## src/verilog/pump_driver_defines.vh

```
// register map, field positions, reset values and timing counts of the driver fault controller
`ifndef PUMP_DRIVER_DEFINES_VH
`define PUMP_DRIVER_DEFINES_VH

`define ADDR_MAIN_STATUS 7'h00
`define ADDR_LOWSIDE_FLAGS 7'h01
`define ADDR_THERMAL_STATUS 7'h03
`define ADDR_LOWSIDE_ENABLE 7'h10
`define ADDR_DRIVER_CONTROL 7'h11

`define MAIN_FAIL_BIT 0
`define MAIN_BATT_UV_BIT 1
`define MAIN_BATT_OV_BIT 2
`define MAIN_LOGIC_UV_BIT 3
`define MAIN_PUMP_OC_BIT 4
`define MAIN_GATE_SHORT_BIT 5
`define MAIN_SOURCE_SHORT_BIT 6
`define THERMAL_OVERTEMP_BIT 6
`define CTRL_PUMP_ENABLE_BIT 3
`define CTRL_WATCHDOG_ENABLE_BIT 4

`define RESET_LOWSIDE_ENABLE 4'h0
`define RESET_PUMP_ENABLE 1'b0
`define RESET_WATCHDOG_ENABLE 1'b0
`define RESET_SYNC 23'h000002
`define SPI_FRAME_BITS 5'h10
`define SPI_ADDR_DONE 5'h07
`define SPI_SHIFT_START 5'h08

`define CLK_PERIOD_NS 20
`define OC_DEGLITCH_NS 10000
`define THERMAL_DEGLITCH_NS 20000
`define PUMP_OC_DEGLITCH_NS 10000
`define OV_DEGLITCH_NS 50000
`define GATE_CHECK_DELAY_NS 100000
`define PUMP_MIN_ON_NS 1000000
`define OV_BLANK_NS 10000000
`define PWM_PERIOD_NS 5000000
`define PWM_DUTY_MIN_PCT 10
`define PWM_DUTY_MAX_PCT 90

`define OC_DEGLITCH_CYC 16'h01F4
`define THERMAL_DEGLITCH_CYC 16'h03E8
`define PUMP_OC_DEGLITCH_CYC 16'h01F4
`define OV_DEGLITCH_CYC 16'h09C4
`define GATE_CHECK_CYC 20'h01388
`define PUMP_MIN_ON_CYC 20'h0C350
`define OV_BLANK_CYC 20'h7A120

`endif

```

## src/verilog/pump_driver_fault_ctrl.v

```verilog
// solenoid low-side and pump gate control with fault supervision behind a serial register port
//
// Summary of operation
// lowside overcurrent sets its even flag and, after deglitch, turns off only that driver
// overtemperature sets thermal flag bit 6 and turns off driver plus its neighbour
// while a driver is off, openload or short to ground sets its odd flag
// any new lowside overcurrent or openload flag raises summary fail bit 0
// reading a fault register clears only flags whose condition has gone
// summary fail bit clears on status read once lowside flags are all clear
// battery under/overvoltage or logic undervoltage flags hold all lowside drivers off
// watchdog fault turns drivers off only when watchdog enable bit 4 is set
// watchdog enable bit resets to zero
// supply and watchdog faults never set the summary fail bit
// a driver turns on only after its enable bit is written 0 then 1
// shutdown follows the live fault, never a stale flag; supply shutdown here follows the latched flags until a status read
// host should read and clear fault flags before enabling drivers
// pump gate follows the pump control pin and pump enable bit 3
// pump overcurrent lasting the deglitch time turns gate off and sets its flag
// once pump overcurrent ends, bit or pin may switch the gate on again
// battery or logic undervoltage and enabled watchdog fault keep the pump gate low
// after pump enable, wait a delay, then a gate short keeps the gate low
// while enabled, pump overcurrent, gate short or source short flag and disable
// battery overvoltage forces gate on, held for a minimum time after it ends
// overvoltage flag sets after deglitch and clears on status read when gone
// after an overvoltage response further overvoltage is ignored for a blanking time
// pump gate supports host pulse-width drive; charge pump refreshed while gate off
// pump request is pin or enable bit, gated by blocking faults
// every interval is a counter of the system clock set by a constant
`timescale 1ns/1ps
`include "pump_driver_defines.vh"
module pump_driver_fault_ctrl #(
	parameter [19:0] GATE_CHECK_CYCLES = `GATE_CHECK_CYC,
	parameter [19:0] MIN_ON_CYCLES = `PUMP_MIN_ON_CYC,
	parameter [19:0] OV_BLANK_CYCLES = `OV_BLANK_CYC
) (
	input wire sys_clk,
	input wire rst_n,
	input wire spi_sclk,
	input wire spi_cs_n,
	input wire spi_mosi,
	output wire spi_miso,
	output wire spi_miso_oe,
	input wire [3:0] lowside_overcurrent,
	input wire [3:0] lowside_openload,
	input wire [3:0] lowside_overtemp,
	input wire batt_undervoltage,
	input wire batt_overvoltage,
	input wire logic_undervoltage,
	input wire watchdog_fault,
	input wire pump_control_pin,
	input wire pump_drain_sense,
	input wire pump_gate_short,
	input wire pump_source_sense,
	output reg lowside_out_one,
	output reg lowside_out_two,
	output reg lowside_out_three,
	output reg lowside_out_four,
	output reg pump_gate_output,
	output reg charge_pump_refresh
);
	localparam [1:0] OV_IDLE = 2'b00;
	localparam [1:0] OV_FORCE = 2'b01;
	localparam [1:0] OV_HOLD = 2'b10;
	localparam [1:0] OV_BLANK = 2'b11;

	function hit;
		input [6:0] addr;
		input [6:0] target;
		begin
			hit = (addr == target);
		end
	endfunction

	reg [1:0] rst_pipe;
	wire rst_sync_n;
	reg [22:0] sync_a;
	reg [22:0] sync_b;
	reg sclk_prev;
	reg cs_prev;
	reg [4:0] bit_count;
	reg [15:0] rx_shift;
	reg [7:0] tx_shift;
	reg [3:0] lowside_enable;
	reg pump_enable_bit;
	reg watchdog_gate_enable;
	reg [3:0] armed;
	reg [3:0] drive;
	reg [7:0] lowside_flags;
	reg overtemp_flag;
	reg fail_flag;
	reg batt_uv_flag;
	reg battery_overvoltage_flag;
	reg logic_uv_flag;
	reg pump_overcurrent_flag;
	reg gate_short_flag;
	reg source_short_flag;
	reg pump_trip;
	reg request_prev;
	reg check_done;
	reg [19:0] check_count;
	reg [1:0] ov_state;
	reg [1:0] next_ov_state;
	reg [19:0] ov_count;
	reg [19:0] next_ov_count;
	reg [7:0] read_data;
	wire [3:0] oc_s, ol_s, ot_s;
	wire buv_s, bov_s, luv_s, wd_s, pin_s, drain_s, gshort_s, sshort_s, sclk_s, cs_s, mosi_s;
	wire [3:0] oc_q;
	wire [3:0] ot_q;
	wire pump_oc_q;
	wire ov_q;
	wire sclk_rise, sclk_fall, frame_end, frame_ok, wr_frame, rd_frame;
	wire [6:0] frame_addr;
	wire [7:0] frame_data;
	wire wr_enable_reg, wr_ctrl_reg, rd_main, rd_lowside, rd_thermal;
	wire [7:0] next_lowside_flags;
	wire [3:0] thermal_block;
	wire [3:0] next_armed;
	wire [3:0] next_drive;
	wire supply_block, wd_block, pump_block, pump_request, normal_on, force_on;
	wire trip_event;
	wire [7:0] main_status;

	always @(posedge sys_clk or negedge rst_n) begin
		if (!rst_n)
			rst_pipe <= 2'b00;
		else
			rst_pipe <= {rst_pipe[0], 1'b1};
	end
	assign rst_sync_n = rst_pipe[1];

	// every pin passes two flops; chip select idles high so reset never opens a frame
	always @(posedge sys_clk or negedge rst_sync_n) begin
		if (!rst_sync_n) begin
			sync_a <= `RESET_SYNC;
			sync_b <= `RESET_SYNC;
		end else begin
			sync_a <= {lowside_overcurrent, lowside_openload, lowside_overtemp, batt_undervoltage,
				batt_overvoltage, logic_undervoltage, watchdog_fault, pump_control_pin,
				pump_drain_sense, pump_gate_short, pump_source_sense, spi_sclk, spi_cs_n, spi_mosi};
			sync_b <= sync_a;
		end
	end
	assign {oc_s, ol_s, ot_s, buv_s, bov_s, luv_s, wd_s, pin_s, drain_s, gshort_s, sshort_s,
		sclk_s, cs_s, mosi_s} = sync_b;

	genvar i;
	generate
		for (i = 0; i < 4; i = i + 1) begin : g_lowside
			deglitch_filter #(.LEN(`OC_DEGLITCH_CYC)) u_oc (
				.sys_clk(sys_clk),
				.rst_sync_n(rst_sync_n),
				.level(oc_s[i]),
				.qualified(oc_q[i])
			);
			deglitch_filter #(.LEN(`THERMAL_DEGLITCH_CYC)) u_ot (
				.sys_clk(sys_clk),
				.rst_sync_n(rst_sync_n),
				.level(ot_s[i]),
				.qualified(ot_q[i])
			);
			assign next_lowside_flags[2*i] = oc_q[i] | (lowside_flags[2*i] & ~(rd_lowside & ~oc_q[i]));
			assign next_lowside_flags[2*i+1] = (ol_s[i] & ~drive[i]) |
				(lowside_flags[2*i+1] & ~(rd_lowside & ~(ol_s[i] & ~drive[i])));
			assign thermal_block[i] = ot_q[i] | ot_q[i ^ 1];
			assign next_armed[i] = (wr_enable_reg ? (frame_data[i] & (armed[i] | ~lowside_enable[i])) :
				armed[i]) & ~oc_q[i];
		end
	endgenerate

	deglitch_filter #(.LEN(`PUMP_OC_DEGLITCH_CYC)) u_pump_oc (
		.sys_clk(sys_clk),
		.rst_sync_n(rst_sync_n),
		.level(drain_s),
		.qualified(pump_oc_q)
	);
	deglitch_filter #(.LEN(`OV_DEGLITCH_CYC)) u_ov (
		.sys_clk(sys_clk),
		.rst_sync_n(rst_sync_n),
		.level(bov_s),
		.qualified(ov_q)
	);

	// serial frame: write flag, 7-bit address, 8 data bits, msb first, mode 0
	assign sclk_rise = sclk_s & ~sclk_prev;
	assign sclk_fall = ~sclk_s & sclk_prev;
	assign frame_end = cs_s & ~cs_prev;
	assign frame_ok = (bit_count == `SPI_FRAME_BITS);
	assign wr_frame = frame_end & frame_ok & rx_shift[15];
	assign rd_frame = frame_end & frame_ok & ~rx_shift[15];
	assign frame_addr = rx_shift[14:8];
	assign frame_data = rx_shift[7:0];
	assign wr_enable_reg = wr_frame & hit(frame_addr, `ADDR_LOWSIDE_ENABLE);
	assign wr_ctrl_reg = wr_frame & hit(frame_addr, `ADDR_DRIVER_CONTROL);
	assign rd_main = rd_frame & hit(frame_addr, `ADDR_MAIN_STATUS);
	assign rd_lowside = rd_frame & hit(frame_addr, `ADDR_LOWSIDE_FLAGS);
	assign rd_thermal = rd_frame & hit(frame_addr, `ADDR_THERMAL_STATUS);
	assign spi_miso = tx_shift[7];
	assign spi_miso_oe = ~cs_s;

	assign main_status = {1'b0, source_short_flag, gate_short_flag, pump_overcurrent_flag, logic_uv_flag,
		battery_overvoltage_flag, batt_uv_flag, fail_flag};

	always @* begin
		case ({rx_shift[5:0], mosi_s})
			`ADDR_MAIN_STATUS: read_data = main_status;
			`ADDR_LOWSIDE_FLAGS: read_data = lowside_flags;
			`ADDR_THERMAL_STATUS: read_data = {1'b0, overtemp_flag, 6'h00};
			`ADDR_LOWSIDE_ENABLE: read_data = {4'h0, lowside_enable};
			`ADDR_DRIVER_CONTROL: read_data = {3'h0, watchdog_gate_enable, pump_enable_bit, 3'h0};
			default: read_data = 8'h00;
		endcase
	end

	always @(posedge sys_clk or negedge rst_sync_n) begin
		if (!rst_sync_n) begin
			sclk_prev <= 1'b0;
			cs_prev <= 1'b1;
			bit_count <= 5'h00;
			rx_shift <= 16'h0000;
			tx_shift <= 8'h00;
		end else begin
			sclk_prev <= sclk_s;
			cs_prev <= cs_s;
			if (cs_s) begin
				bit_count <= 5'h00;
			end else if (sclk_rise) begin
				rx_shift <= {rx_shift[14:0], mosi_s};
				if (bit_count != `SPI_FRAME_BITS)
					bit_count <= bit_count + 5'h01;
				// register snapshot taken once the address byte is in
				if (bit_count == `SPI_ADDR_DONE)
					tx_shift <= read_data;
			end else if (sclk_fall && bit_count > `SPI_SHIFT_START) begin
				tx_shift <= {tx_shift[6:0], 1'b0};
			end
		end
	end

	always @(posedge sys_clk or negedge rst_sync_n) begin
		if (!rst_sync_n) begin
			lowside_enable <= `RESET_LOWSIDE_ENABLE;
			pump_enable_bit <= `RESET_PUMP_ENABLE;
			watchdog_gate_enable <= `RESET_WATCHDOG_ENABLE;
		end else begin
			if (wr_enable_reg)
				lowside_enable <= frame_data[3:0];
			if (wr_ctrl_reg) begin
				pump_enable_bit <= frame_data[`CTRL_PUMP_ENABLE_BIT];
				watchdog_gate_enable <= frame_data[`CTRL_WATCHDOG_ENABLE_BIT];
			end
		end
	end

	// flags: a set in the same cycle as a read wins over the clear
	always @(posedge sys_clk or negedge rst_sync_n) begin
		if (!rst_sync_n) begin
			lowside_flags <= 8'h00;
			overtemp_flag <= 1'b0;
			fail_flag <= 1'b0;
			batt_uv_flag <= 1'b0;
			battery_overvoltage_flag <= 1'b0;
			logic_uv_flag <= 1'b0;
			pump_overcurrent_flag <= 1'b0;
			gate_short_flag <= 1'b0;
			source_short_flag <= 1'b0;
		end else begin
			lowside_flags <= next_lowside_flags;
			overtemp_flag <= (|ot_q) | (overtemp_flag & ~(rd_thermal & ~(|ot_q)));
			// only lowside flag sets reach the summary; supply and watchdog never do
			fail_flag <= (|(next_lowside_flags & ~lowside_flags)) |
				(fail_flag & ~(rd_main & ~(|lowside_flags)));
			batt_uv_flag <= buv_s | (batt_uv_flag & ~rd_main);
			battery_overvoltage_flag <= ov_q | (battery_overvoltage_flag & ~rd_main);
			logic_uv_flag <= luv_s | (logic_uv_flag & ~rd_main);
			pump_overcurrent_flag <= pump_oc_q | (pump_overcurrent_flag & ~rd_main);
			gate_short_flag <= (check_done & gshort_s) | (gate_short_flag & ~rd_main);
			source_short_flag <= (check_done & sshort_s) | (source_short_flag & ~rd_main);
		end
	end

	assign supply_block = batt_uv_flag | battery_overvoltage_flag | logic_uv_flag;
	assign wd_block = watchdog_gate_enable & wd_s;
	// live overcurrent, thermal and watchdog state decides shutdown; supply faults act through their latched flags
	assign next_drive = armed & lowside_enable & ~oc_q & ~thermal_block & {4{~supply_block & ~wd_block}};

	always @(posedge sys_clk or negedge rst_sync_n) begin
		if (!rst_sync_n) begin
			armed <= 4'h0;
			drive <= 4'h0;
			lowside_out_one <= 1'b0;
			lowside_out_two <= 1'b0;
			lowside_out_three <= 1'b0;
			lowside_out_four <= 1'b0;
		end else begin
			armed <= next_armed;
			drive <= next_drive;
			lowside_out_one <= next_drive[0];
			lowside_out_two <= next_drive[1];
			lowside_out_three <= next_drive[2];
			lowside_out_four <= next_drive[3];
		end
	end

	// pump gate path
	assign pump_request = pin_s | pump_enable_bit;
	assign pump_block = logic_uv_flag | batt_uv_flag | wd_block;
	assign trip_event = pump_oc_q | (check_done & (gshort_s | sshort_s));
	assign normal_on = pump_request & check_done & ~pump_trip & ~trip_event & ~pump_block;
	assign force_on = (ov_state == OV_FORCE) || (ov_state == OV_HOLD);

	always @(posedge sys_clk or negedge rst_sync_n) begin
		if (!rst_sync_n) begin
			request_prev <= 1'b0;
			check_done <= 1'b0;
			check_count <= 20'h00000;
			pump_trip <= 1'b0;
		end else begin
			request_prev <= pump_request;
			// trip stays until the request drops, then bit or pin restart the gate
			if (!pump_request)
				pump_trip <= 1'b0;
			else if (trip_event)
				pump_trip <= 1'b1;
			if (!pump_request || !request_prev) begin
				check_done <= 1'b0;
				check_count <= 20'h00000;
			end else if (!check_done) begin
				if (check_count + 20'h00001 >= GATE_CHECK_CYCLES)
					check_done <= 1'b1;
				else
					check_count <= check_count + 20'h00001;
			end
		end
	end

	always @* begin
		next_ov_state = ov_state;
		next_ov_count = ov_count;
		case (ov_state)
			OV_IDLE: begin
				if (ov_q)
					next_ov_state = OV_FORCE;
			end
			OV_FORCE: begin
				if (!bov_s) begin
					next_ov_state = OV_HOLD;
					next_ov_count = 20'h00000;
				end
			end
			OV_HOLD: begin
				if (ov_count + 20'h00001 >= MIN_ON_CYCLES) begin
					next_ov_state = OV_BLANK;
					next_ov_count = 20'h00000;
				end else begin
					next_ov_count = ov_count + 20'h00001;
				end
			end
			OV_BLANK: begin
				// new overvoltage ignored here to avoid rapid gate chatter on a ringing supply
				if (ov_count + 20'h00001 >= OV_BLANK_CYCLES)
					next_ov_state = OV_IDLE;
				else
					next_ov_count = ov_count + 20'h00001;
			end
			default: begin
				next_ov_state = OV_IDLE;
				next_ov_count = 20'h00000;
			end
		endcase
	end

	always @(posedge sys_clk or negedge rst_sync_n) begin
		if (!rst_sync_n) begin
			ov_state <= OV_IDLE;
			ov_count <= 20'h00000;
			pump_gate_output <= 1'b0;
			charge_pump_refresh <= 1'b0;
		end else begin
			ov_state <= next_ov_state;
			ov_count <= next_ov_count;
			pump_gate_output <= force_on | normal_on;
			// pulse drive comes from host toggling; charge store tops up in every off phase
			charge_pump_refresh <= ~(force_on | normal_on);
		end
	end
endmodule

```

## src/verilog/deglitch_filter.v

```verilog
// persistence filter: output rises once the input has stayed high for len cycles
`timescale 1ns/1ps
module deglitch_filter #(
	parameter [15:0] LEN = 16'h0001
) (
	input wire sys_clk,
	input wire rst_sync_n,
	input wire level,
	output reg qualified
);
	reg [15:0] count;

	always @(posedge sys_clk or negedge rst_sync_n) begin
		if (!rst_sync_n) begin
			count <= 16'h0000;
			qualified <= 1'b0;
		end else if (!level) begin
			// any drop restarts the interval, so short glitches never qualify
			count <= 16'h0000;
			qualified <= 1'b0;
		end else if (count + 16'h0001 >= LEN) begin
			qualified <= 1'b1;
		end else begin
			count <= count + 16'h0001;
		end
	end
endmodule

```

## config.mk

```make
export PLATFORM = sky130hd
export DESIGN_NAME = pump_driver_fault_ctrl
export DESIGN_NICKNAME = d
export VERILOG_FILES = /design/src/verilog/pump_driver_fault_ctrl.v /design/src/verilog/deglitch_filter.v
export VERILOG_INCLUDE_DIRS = /design/src /design/src/verilog
export SDC_FILE = /design/constraint.sdc
export NUM_CORES = 1
export LEC_CHECK = 0
export BUFFER_PORTS_ARGS = -buffer_cell sky130_fd_sc_hd__buf_2
export CAP_MARGIN = 20
export CORE_MARGIN = 3
export CORE_UTILIZATION = 40
export CTS_BUF_LIST = sky130_fd_sc_hd__clkbuf_8
export CTS_CLUSTER_SIZE = 24
export DETAILED_ROUTE_END_ITERATION = 8
export HOLD_SLACK_MARGIN = 0.03
export PLACE_DENSITY_LB_ADDON = 0.08
export SYNTH_ARGS = -nofsm -noshare
export SYNTH_HDL_FRONTEND = slang
export SYNTH_HIERARCHICAL = 1
export SYNTH_SLANG_ARGS = --single-unit
```

## constraint.sdc

```tcl
create_clock -name sys_clk -period 19.8 [get_ports sys_clk]
set_clock_uncertainty 0.05 [all_clocks]
set_input_delay 2.97 -clock sys_clk [delete_from_list [all_inputs] [get_ports sys_clk]]
set_output_delay 2.97 -clock sys_clk [all_outputs]
set_load 0.05 [all_outputs]
```

==> results of run 1 <==
power breakdown:
part / switching, W / internal (W) / leakage (nW)
registers: 0.0000291 / 0.000685 / 4.35
clock network: 0.000292 / 0.000411 / 0.740
logic: 0.0000335 / 0.0000242 / 3.13
registers in the layout, summed over array words and instances, names as in the netlist, 4 cells and up:
| name | flops |
|---|---|
| u_ov/count | 16 |
| sync_b | 23 |
| rx_shift | 16 |
| bit_count | 5 |
| sync_a | 23 |
| lowside_enable | 4 |
| check_count | 20 |
| g_lowside.u_oc/qualified | 4 |
| tx_shift | 8 |
| ov_count | 20 |
| lowside_flags | 8 |
| g_lowside.u_oc/count | 64 |
| drive | 4 |
| g_lowside.u_ot/qualified | 4 |
| g_lowside.u_ot/count | 64 |
| u_pump_oc/count | 16 |
| armed | 4 |
layout make-up:
cell class	instances	area, um2	area share
multi-input cells	1329	8960	0.457
flip-flops and latches	326	8170	0.417
clock buffers	83	1140	0.0583
inverters	38	143	0.00728
well taps	585	732	0.0374
repair buffers	41	244	0.0125
clock inverters	27	206	0.0105
layer usage:
metal	wire length, um	vias to the layer above	GRT usage
li1	-	6783	-
met1	19000	6745	0.236
met2	17600	223	0.263
met3	1530	60	0.0299
met4	929	0	0.0552
met5	0	-	0
logic make-up after synthesis:
logic type               share of synthesized area
AND/OR/NAND/NOR                              0.263
AO/OA/AOI/OAI                                0.154
flip-flops                                   0.457
buffers and inverters                       0.0422
multiplexers                                0.0448
XOR/XNOR                                    0.0260
adder cells (fa/ha/maj)                     0.0133
other                                     0.000210
path summary, 6_finish.rpt:
path / startpoint / to / slack (ns) / cells after the start
max: sync_b[1] / spi_miso_oe / 15.23 / 2
min: rst_pipe[1] / g_lowside[2].u_ot/count[10] / 0.15 / 0
max reg2reg: ov_count[1] / ov_count[2] / 16.05 / 10
min reg2reg: rst_pipe[1] / g_lowside[2].u_ot/count[10] / 0.15 / 0
max in group asynchronous: rst_pipe[1] / g_lowside[1].u_oc/count[6] / 17.42 / 2
min in group sys_clk: sync_a[9] / sync_b[9] / 0.30 / 0
synthesized netlist by cell type (47+ instances only):
master,number,area share
nand3_1,85,0.024
o31ai_1,52,0.022
nand4_1,54,0.019
a21oi_1,66,0.018
o21ai_0,55,0.015
or3_1,51,0.018
dfrtp_1,323,0.45
or4_1,47,0.020
nor2_1,90,0.019
and3_1,90,0.031
nand2_1,152,0.032
nand2b_1,50,0.017
metrics by stage:
| stage | hold slack (ns) | std cells | cell area (um2) | total power [W] |
|---|---|---|---|---|
| floorplan | 0.281 | 1791 | 17900 | 0.000765 |
| global placement | 0.168 | 2317 | 18200 | 0.000784 |
| detailed placement | 0.172 | 2318 | 18200 | 0.000786 |
| CTS | 0.171 | 2428 | 19600 | 0.00151 |
| global route | 0.163 | 2429 | 19600 | 0.00155 |
| finish | 0.153 | 2429 | 19600 | 0.00147 |
==> impl_metrics.yaml, run 1 <==
power_and_ir_drop:
  power.density_mw_per_mm2: 75.2
  ir_drop_uv: 42.7
  leakage_nw: 8.22
worst_hold_path:
  hp-class: "reg -> async"
clock_tree:
  cts_setup_buffers: 0
  cts_tree: "yes"
  cts.clk_slew.worst_paths_ns: 0.06
  cts_num_sinks: 326
  cts-root-buf: "clkbuf_8"
  cts.repair.resized: 0
  hold_buffers: 0
  h-tree-depth: 2
  numCtsBuffers: 59
  clock_path_buffers: 3
  clock_latency_ns: 0.64
detailed_routing:
  drc: 0
  ant_nets: 0
  via_per_inst: 5.69
  wl_per_cell_um: 16.1
  vias: 13811
  postRouteWirelength_um: 39100
  drt_first_pass_iters: 5
  dr.first_iter.drc_count: 857
timing:
  fin_ws_ns: 15.23
  finalHoldViolations: 0
  drv_slew: 0
  max-slew-margin-rel: 0.313
  fin_crit_sh: 0.231
  fin_crit_ns: 4.57
  rsz0062_at_grt: "no"
  worst_slew_pin_slew_ns: 1.02
  tns_ns: 0
  setup_violations: 0
  fmaxAchievable_ghz: 0.219
final_layout:
  final_cell_mix: "322 x dfrtp_1, 152 x nand2_1, 90 x nor2_1, 90 x and3_1, 85 x nand3_1"
  post-route-util: 0.449
  layout.nets: 1839
  drive_gt1_frac: 0.134
  nFillCells: 4150
  syn2layout_area_growth_pct: 9.60
  antennaDiodeCount: 0
  mostFrequentLayoutCell: "dfrtp_1"
setup_path:
  critPathBufInv: 2
  cp_slowest_cell: "dfstp_2"
  crit_chain: "inv_1 > buf_2"
  critPathCaptureType: "primary output"
  crit_family: "flip-flops"
  setup.worst_path.class: "reg -> out"
  cp.required_ns: 16.78
  slowest_delay_ns: 0.59
  crit_path_start_kind: "register"
  crit_arrival_ns: 1.55
  cp_max_fo: 8
grt:
  grt.overflow.total: 0
  grt_usage: 0.168
  grt_max_degree: 167
  grt_pass1_wl_um: 67400
  grt_antenna_before_repair: 0
  grt_pass1_vias: 13351
die:
  coreArea_mm2: 0.0436
  initial_core_util: 0.410
  rows: 76
  die_w_um: 217
  die_h_um: 217
  top_level_ports: 33
  dieArea_mm2: 0.0473
yosys:
  async_reset_ff_frac: 1.00
  ys_ff_latch: 326
  syn_inst: 1791
  syn-cell-area_mm2: 0.0179
  yosysSeqAreaShare: 0.457
  synth_enable_flop_cells: 0
  syn_nets: 1835
  synth_top_flop_cell: "dfrtp_1"
  yosysWarnings: 6
  yosysUniqueCellTypes: 91
  avgSynthCellArea_um2: 9.98
placed_design:
  routabilityCongestion: 0.829
  place_ws_ns: 15.87
  place.port_buffers: 32
  dp_hpwl_um: 25400
run:
  cap_violations: 0
status:
  status: "finished clean"
(Power assumes the default switching activity.)
==> run 2, diff against run 1 <==
- clock period: 19.8 -> 4.4 ns (I/O delays scaled with it)
==> run 2 against run 1 <==
  * Non-clock buffer count increased by 23
  * Core utilization is 0.40 points higher
  * Via count increased by 0.43%
  * Worst hold slack got worse by 0.056 ns
  * Total power grew to 4.4 times the previous value
  * Sequential share of layout area decreased by 0.37 points
  * Register-to-register slack worse by 15 ns
  * Cell area is 0.90% higher
  * Clock-buffer cell count fell by 8
  * Worst setup slack worse by 14 ns
  * Global-route usage up 0.11 points
  * Critical endpoint is now ov_count[17]
  * Largest cell class unchanged
==> impl_metrics.yaml, run 2 (synthesis gave the netlist of run 1 again) <==
status:
  status: "finished clean"
clock_tree:
  cts.repair.resized: 0
  cts-root-buf: "clkbuf_8"
  cts_num_sinks: 326
  cts_setup_buffers: 0
  cts_tree: "yes"
  clock_latency_ns: 0.64
  numCtsBuffers: 59
  clock_path_buffers: 3
  h-tree-depth: 2
  cts.clk_slew.worst_paths_ns: 0.06
placed_design:
  place.port_buffers: 32
  dp_hpwl_um: 25900
  routabilityCongestion: 0.835
  place_inst: 2320
  placed_area_mm2: 0.0183
setup_path:
  crit_chain: "ha_1 > nand3_1 > nor4_1 > xnor2_1 > o31ai_1 > a211oi_1 > o31a_1 > buf_4 > o21ai_0 > a22o_1"
  cp_max_fo: 11
  worstReg2RegStart: "ov_count[0]"
  crit_arrival_ns: 3.91
  crit_start: "ov_count[0]"
  ff2ff_path_depth: 10
  cp_slowest_cell: "nor4_1"
  critPathCaptureType: "register"
  cp.required_ns: 4.87
  cp.depth: 10
  critPathBufInv: 1
  crit_family: "compound AO/OA/AOI/OAI gates"
  ff2ff_setup_slack_ns: 0.96
  slowest_delay_ns: 0.57
  setup.worst_path.class: "reg -> reg"
  crit_path_start_kind: "register"
worst_hold_path:
  hp-class: "in -> reg"
  min-delay-start: "lowside_overcurrent[2]"
  hold-path-cell-count: 1
final_layout:
  mostFrequentLayoutCell: "dfrtp_1"
  drive_gt1_frac: 0.133
  layout.nets: 1862
  final_cells: 2452
  final_cell_mix: "322 x dfrtp_1, 152 x nand2_1, 90 x nor2_1, 90 x and3_1, 85 x nand3_1"
  nFillCells: 4164
  reg_top3: "g_lowside.u_oc/count (64), g_lowside.u_ot/count (64)"
  design_area_mm2: 0.0198
  syn2layout_area_growth_pct: 10.6
  antennaDiodeCount: 0
timing:
  worst_slew_pin_slew_ns: 1.03
  finalHoldViolations: 0
  max-slew-margin-rel: 0.308
  fin_crit_sh: 0.782
  rsz0062_at_grt: "no"
  fmaxAchievable_ghz: 0.291
  tns_ns: 0
  finalHoldWorstSlack_ns: 0.0969
  drv_slew: 0
  setup_violations: 0
  fin_crit_ns: 3.44
die:
  initial_core_util: 0.410
  top_level_ports: 33
  die_h_um: 217
  dieArea_mm2: 0.0473
  coreArea_mm2: 0.0436
  die_w_um: 217
  rows: 76
grt:
  grt_pass1_vias: 13329
  grt.overflow.total: 0
  grt_antenna_before_repair: 0
  grt_usage: 0.169
  grt_pass1_wl_um: 67700
  grt_max_degree: 91
detailed_routing:
  ant_nets: 0
  via_per_inst: 5.66
  vias: 13870
  dr.first_iter.drc_count: 749
  postRouteWirelength_um: 39300
  drt_first_pass_iters: 5
  wl_per_cell_um: 16.0
  drc: 0
power_and_ir_drop:
  ir_drop_uv: 218
  leakage_nw: 8.31
  power.density_mw_per_mm2: 330
run:
  cap_violations: 0
-- run 2: cell count changes in the layout (fill, tap and decap cells not counted), sizes merged --
cell	before	now
clkinvlp	2	1
clkinv	11	18
inv	49	51
clkbuf	83	75
dlygate4sd3	0	20
buf	41	44
-- run 2: layout make-up --
class | count | area, um2 | area share
Clock inverter | 35 | 241 | 0.0122
Inverter | 38 | 143 | 0.00722
Timing Repair Buffer | 64 | 495 | 0.0251
Clock buffer | 75 | 1030 | 0.0522
Multi-Input combinational cell | 1329 | 8960 | 0.453
Tap cell | 585 | 732 | 0.0370
Sequential cell | 326 | 8170 | 0.413
-- run 2: power by group --
group	leakage (nW)	internal, W	switching [W]	total, W
clock	0.721	0.00171	0.00133	0.00304
sequential	4.35	0.00308	0.000131	0.00321
combinational	3.24	0.000125	0.000153	0.000279
total	8.31	0.00492	0.00161	0.00653
-- run 2: timing repair --
| item | in CTS | in global routing |
|---|---|---|
| endpoints found under the hold margin | 21 | 0 |
| setup endpoints to repair | 0 | 0 |
| hold buffers | 20 | 0 |
-- run 2: final timing paths --
check	to
setup reg to reg	ov_count[17]
setup / recovery	ov_count[17]
hold / removal	sync_a[21]
max in group asynchronous	g_lowside[2].u_oc/count[2]
hold reg to reg	sync_a[8]
min in group asynchronous	sync_a[8]
-- run 2: layer usage --
layer,up-vias,track usage,share of wire
met1,6756,0.238,0.49
li1,6831,-,-
met3,63,0.0346,0.039
met2,220,0.265,0.45
met5,-,0,0
met4,0,0.0463,0.022
-- run 2: worst reg2reg max path, stage by stage (launching register included) --
cell      delay, ns
dfrtp_1        0.42
ha_1           0.22
nand3_1        0.34
nor4_1         0.58
xnor2_1        0.18
o31ai_1        0.09
a211oi_1       0.36
o31a_1         0.47
buf_4          0.26
o21ai_0        0.11
a22o_1         0.26
-- run 2: metrics by stage --
| stage | total power, W | worst slack [ns] | util |
|---|---|---|---|
| 2_1_floorplan | 0.00344 | 1.12 | - |
| 6_report | 0.00653 | 0.960 | 0.453 |
| 3_3_place_gp | 0.00353 | 1.04 | 0.418 |
| 4_1_cts | 0.00668 | 0.999 | 0.452 |
| 3_5_place_dp | 0.00354 | 1.01 | 0.418 |
| 5_1_grt | 0.00688 | 0.775 | 0.453 |
==> run 3, diff against run 2 <==
- ABC_AREA: not set -> 1
- clock period: 4.4 -> 3.6 ns (I/O delays scaled with it)
==> run 3 against run 2 <==
  * Register-to-register slack got worse by 0.16 ns
  * Critical path depth grew 4
  * Worst setup slack worse by 0.16 ns
  * Largest cell class unchanged
  * Critical path type unchanged
  * Critical endpoint is now check_count[18]
==> impl_metrics.yaml, run 3 <==
status:
  status: "finished clean"
yosys:
  synth_top_area_frac: 0.421
  syn-cell-area_mm2: 0.0192
  syn_inst: 2658
  async_reset_ff_frac: 1.00
  yosysUniqueCellTypes: 41
  avgSynthCellArea_um2: 7.22
  synth_top_flop_cell: "dfrtp_1"
  yosysMostFrequentCell: "nand2_1"
  synth_enable_flop_cells: 0
  synth_common_cells: "854 x nand2_1, 323 x dfrtp_1, 323 x inv_1, 312 x nand3_1, 268 x nor2_1"
  ys_ff_latch: 326
  synth.largest_area_cell: "dfrtp_1"
  yosysWarnings: 6
  netlist_top_cells_area: "dfrtp_1 42%, nand2_1 17%, nand3_1 8.1%, inv_1 6.3%, nor2_1 5.2%"
  syn_nets: 2702
  yosysSeqAreaShare: 0.425
clock_tree:
  h-tree-depth: 3
  cts_num_sinks: 326
  clock_latency_ns: 0.61
  numCtsBuffers: 66
  cts_setup_buffers: 0
  cts.repair.resized: 0
  cts.clk_slew.worst_paths_ns: 0.05
  cts-root-buf: "clkbuf_8"
  cts_tree: "yes"
  clock_path_buffers: 3
die:
  die_h_um: 225
  rows: 79
  dieArea_mm2: 0.0506
  initial_core_util: 0.409
  die_w_um: 225
  top_level_ports: 33
  coreArea_mm2: 0.0470
grt:
  grt_max_degree: 73
  grt_pass1_vias: 16196
  grt_pass1_wl_um: 76400
  grt.overflow.total: 0
  grt_antenna_before_repair: 1
  grt_usage: 0.178
timing:
  tns_ns: 0
  max-slew-margin-rel: 0.447
  setup_violations: 0
  drv_slew: 0
  fmaxAchievable_ghz: 0.358
  finalHoldWorstSlack_ns: 0.199
  worst_slew_pin_slew_ns: 0.823
  finalHoldViolations: 0
  fin_ws_ns: 0.803
  fin_crit_sh: 0.777
  fin_crit_ns: 2.80
  rsz0062_at_grt: "no"
setup_path:
  critPathCaptureType: "register"
  cp.required_ns: 4.02
  slowest_delay_ns: 0.38
  cp.depth: 14
  crit_arrival_ns: 3.22
  cp_slowest_cell: "dfrtp_1"
  r2r_end: "check_count[18]"
  cp_max_fo: 14
  worstReg2RegStart: "check_count[0]"
  ff2ff_path_depth: 14
  crit_chain: "ha_1 > nand3_1 > nor2_1 > nand3_1 > nor2_1 > nand2_1 > nand2_1 > nor2_1 > nand3_1 > nand2_1 > nand2_1 > nand2_2 > nand2_1 > nor2_1"
  crit_end: "check_count[18]"
  ff2ff_setup_slack_ns: 0.80
  crit_start: "check_count[0]"
  crit_path_start_kind: "register"
  crit_family: "simple AND/OR/NAND/NOR gates"
  setup.worst_path.class: "reg -> reg"
  path_common_cell: "nand2_1"
  critPathBufInv: 0
final_layout:
  drive_gt1_frac: 0.106
  final_cell_mix: "854 x nand2_1, 347 x inv_1, 322 x dfrtp_1"
  final_cells: 3395
  mostFrequentLayoutCell: "nand2_1"
  reg_top3: "g_lowside.u_oc/count (64), g_lowside.u_ot/count (64)"
  nFillCells: 4760
  layout.nets: 2785
  syn2layout_area_growth_pct: 11.6
detailed_routing:
  postRouteWirelength_um: 43700
  vias: 16795
  drt_first_pass_iters: 5
  drc: 0
  wl_per_cell_um: 12.9
  via_per_inst: 4.95
  ant_nets: 0
  dr.first_iter.drc_count: 1009
power_and_ir_drop:
  power.density_mw_per_mm2: 367
  power_w: 0.00786
  leakage_nw: 10.7
  ir_drop_uv: 243
placed_design:
  place_inst: 3256
  routabilityCongestion: 0.851
  dp_hpwl_um: 30800
  place_ws_ns: 0.810
  place.port_buffers: 32
run:
  cap_violations: 0
worst_hold_path:
  hp-class: "in -> async"
## run 3: through the flow
step | util | instance area, um2
floorplan | - | 19200
global route | 0.456 | 21400
global placement | 0.424 | 19900
finish | 0.456 | 21400
detailed placement | 0.424 | 19900
CTS | 0.456 | 21400
## run 3: where the power goes
| part | internal, W | total (W) | switching [W] | leakage [nW] |
|---|---|---|---|---|
| combinational | 0.000113 | 0.000329 | 0.000217 | 5.59 |
| clock | 0.00205 | 0.00367 | 0.00162 | 0.742 |
| sequential | 0.00375 | 0.00386 | 0.000108 | 4.36 |
| total | 0.00591 | 0.00786 | 0.00195 | 10.7 |
## run 3: layer usage
metal / global-route usage / vias up / wire (um)
met5: 0 / - / 0
met4: 0.0566 / 0 / 1090
met3: 0.0367 / 78 / 1560
met2: 0.289 / 235 / 20000
met1: 0.239 / 7768 / 21100
li1: - / 8714 / -
## run 3: timing repair
item                                    in CTS  in global routing
hold buffers                                24                  0
hold endpoints to repair                    25                  0
endpoints found under the setup margin       0                  0
## run 3: cell type report
class / count / area [um2] / share of cell area
antenna: 1 / 2.50 / 0.000117
inverter: 338 / 1270 / 0.0593
tap: 607 / 759 / 0.0355
sequential: 326 / 8170 / 0.381
multi-input combinational: 1945 / 9440 / 0.441
clock inverter: 35 / 175 / 0.00818
clock buffer: 79 / 1090 / 0.0508
timing repair buffer: 64 / 523 / 0.0244
## run 3: cell families (layout without fill, tap and decap cells)
logic type | Yosys count | after routing | share of synthesized area
AND/OR/NAND/NOR | 1765 | 1765 | 0.428
buffers and inverters | 387 | 516 | 0.0829
flip-flops | 326 | 326 | 0.425
AO/OA/AOI/OAI | 140 | 140 | 0.0415
XOR/XNOR | 20 | 20 | 0.00913
adder cells (fa/ha/maj) | 19 | 19 | 0.0124
other | 1 | 2 | 0.000195
## run 3: how the worst min path moves through the flow
stage               start          end  slack, ns  depth (start not counted)
floorplan           rst_n  rst_pipe[0]       0.19                          0
global placement    rst_n  rst_pipe[0]       0.27                          1
detailed placement  rst_n  rst_pipe[0]       0.28                          1
CTS                 rst_n  rst_pipe[1]       0.13                          2
global route        rst_n  rst_pipe[1]       0.18                          2
finish              rst_n  rst_pipe[1]       0.20                          2
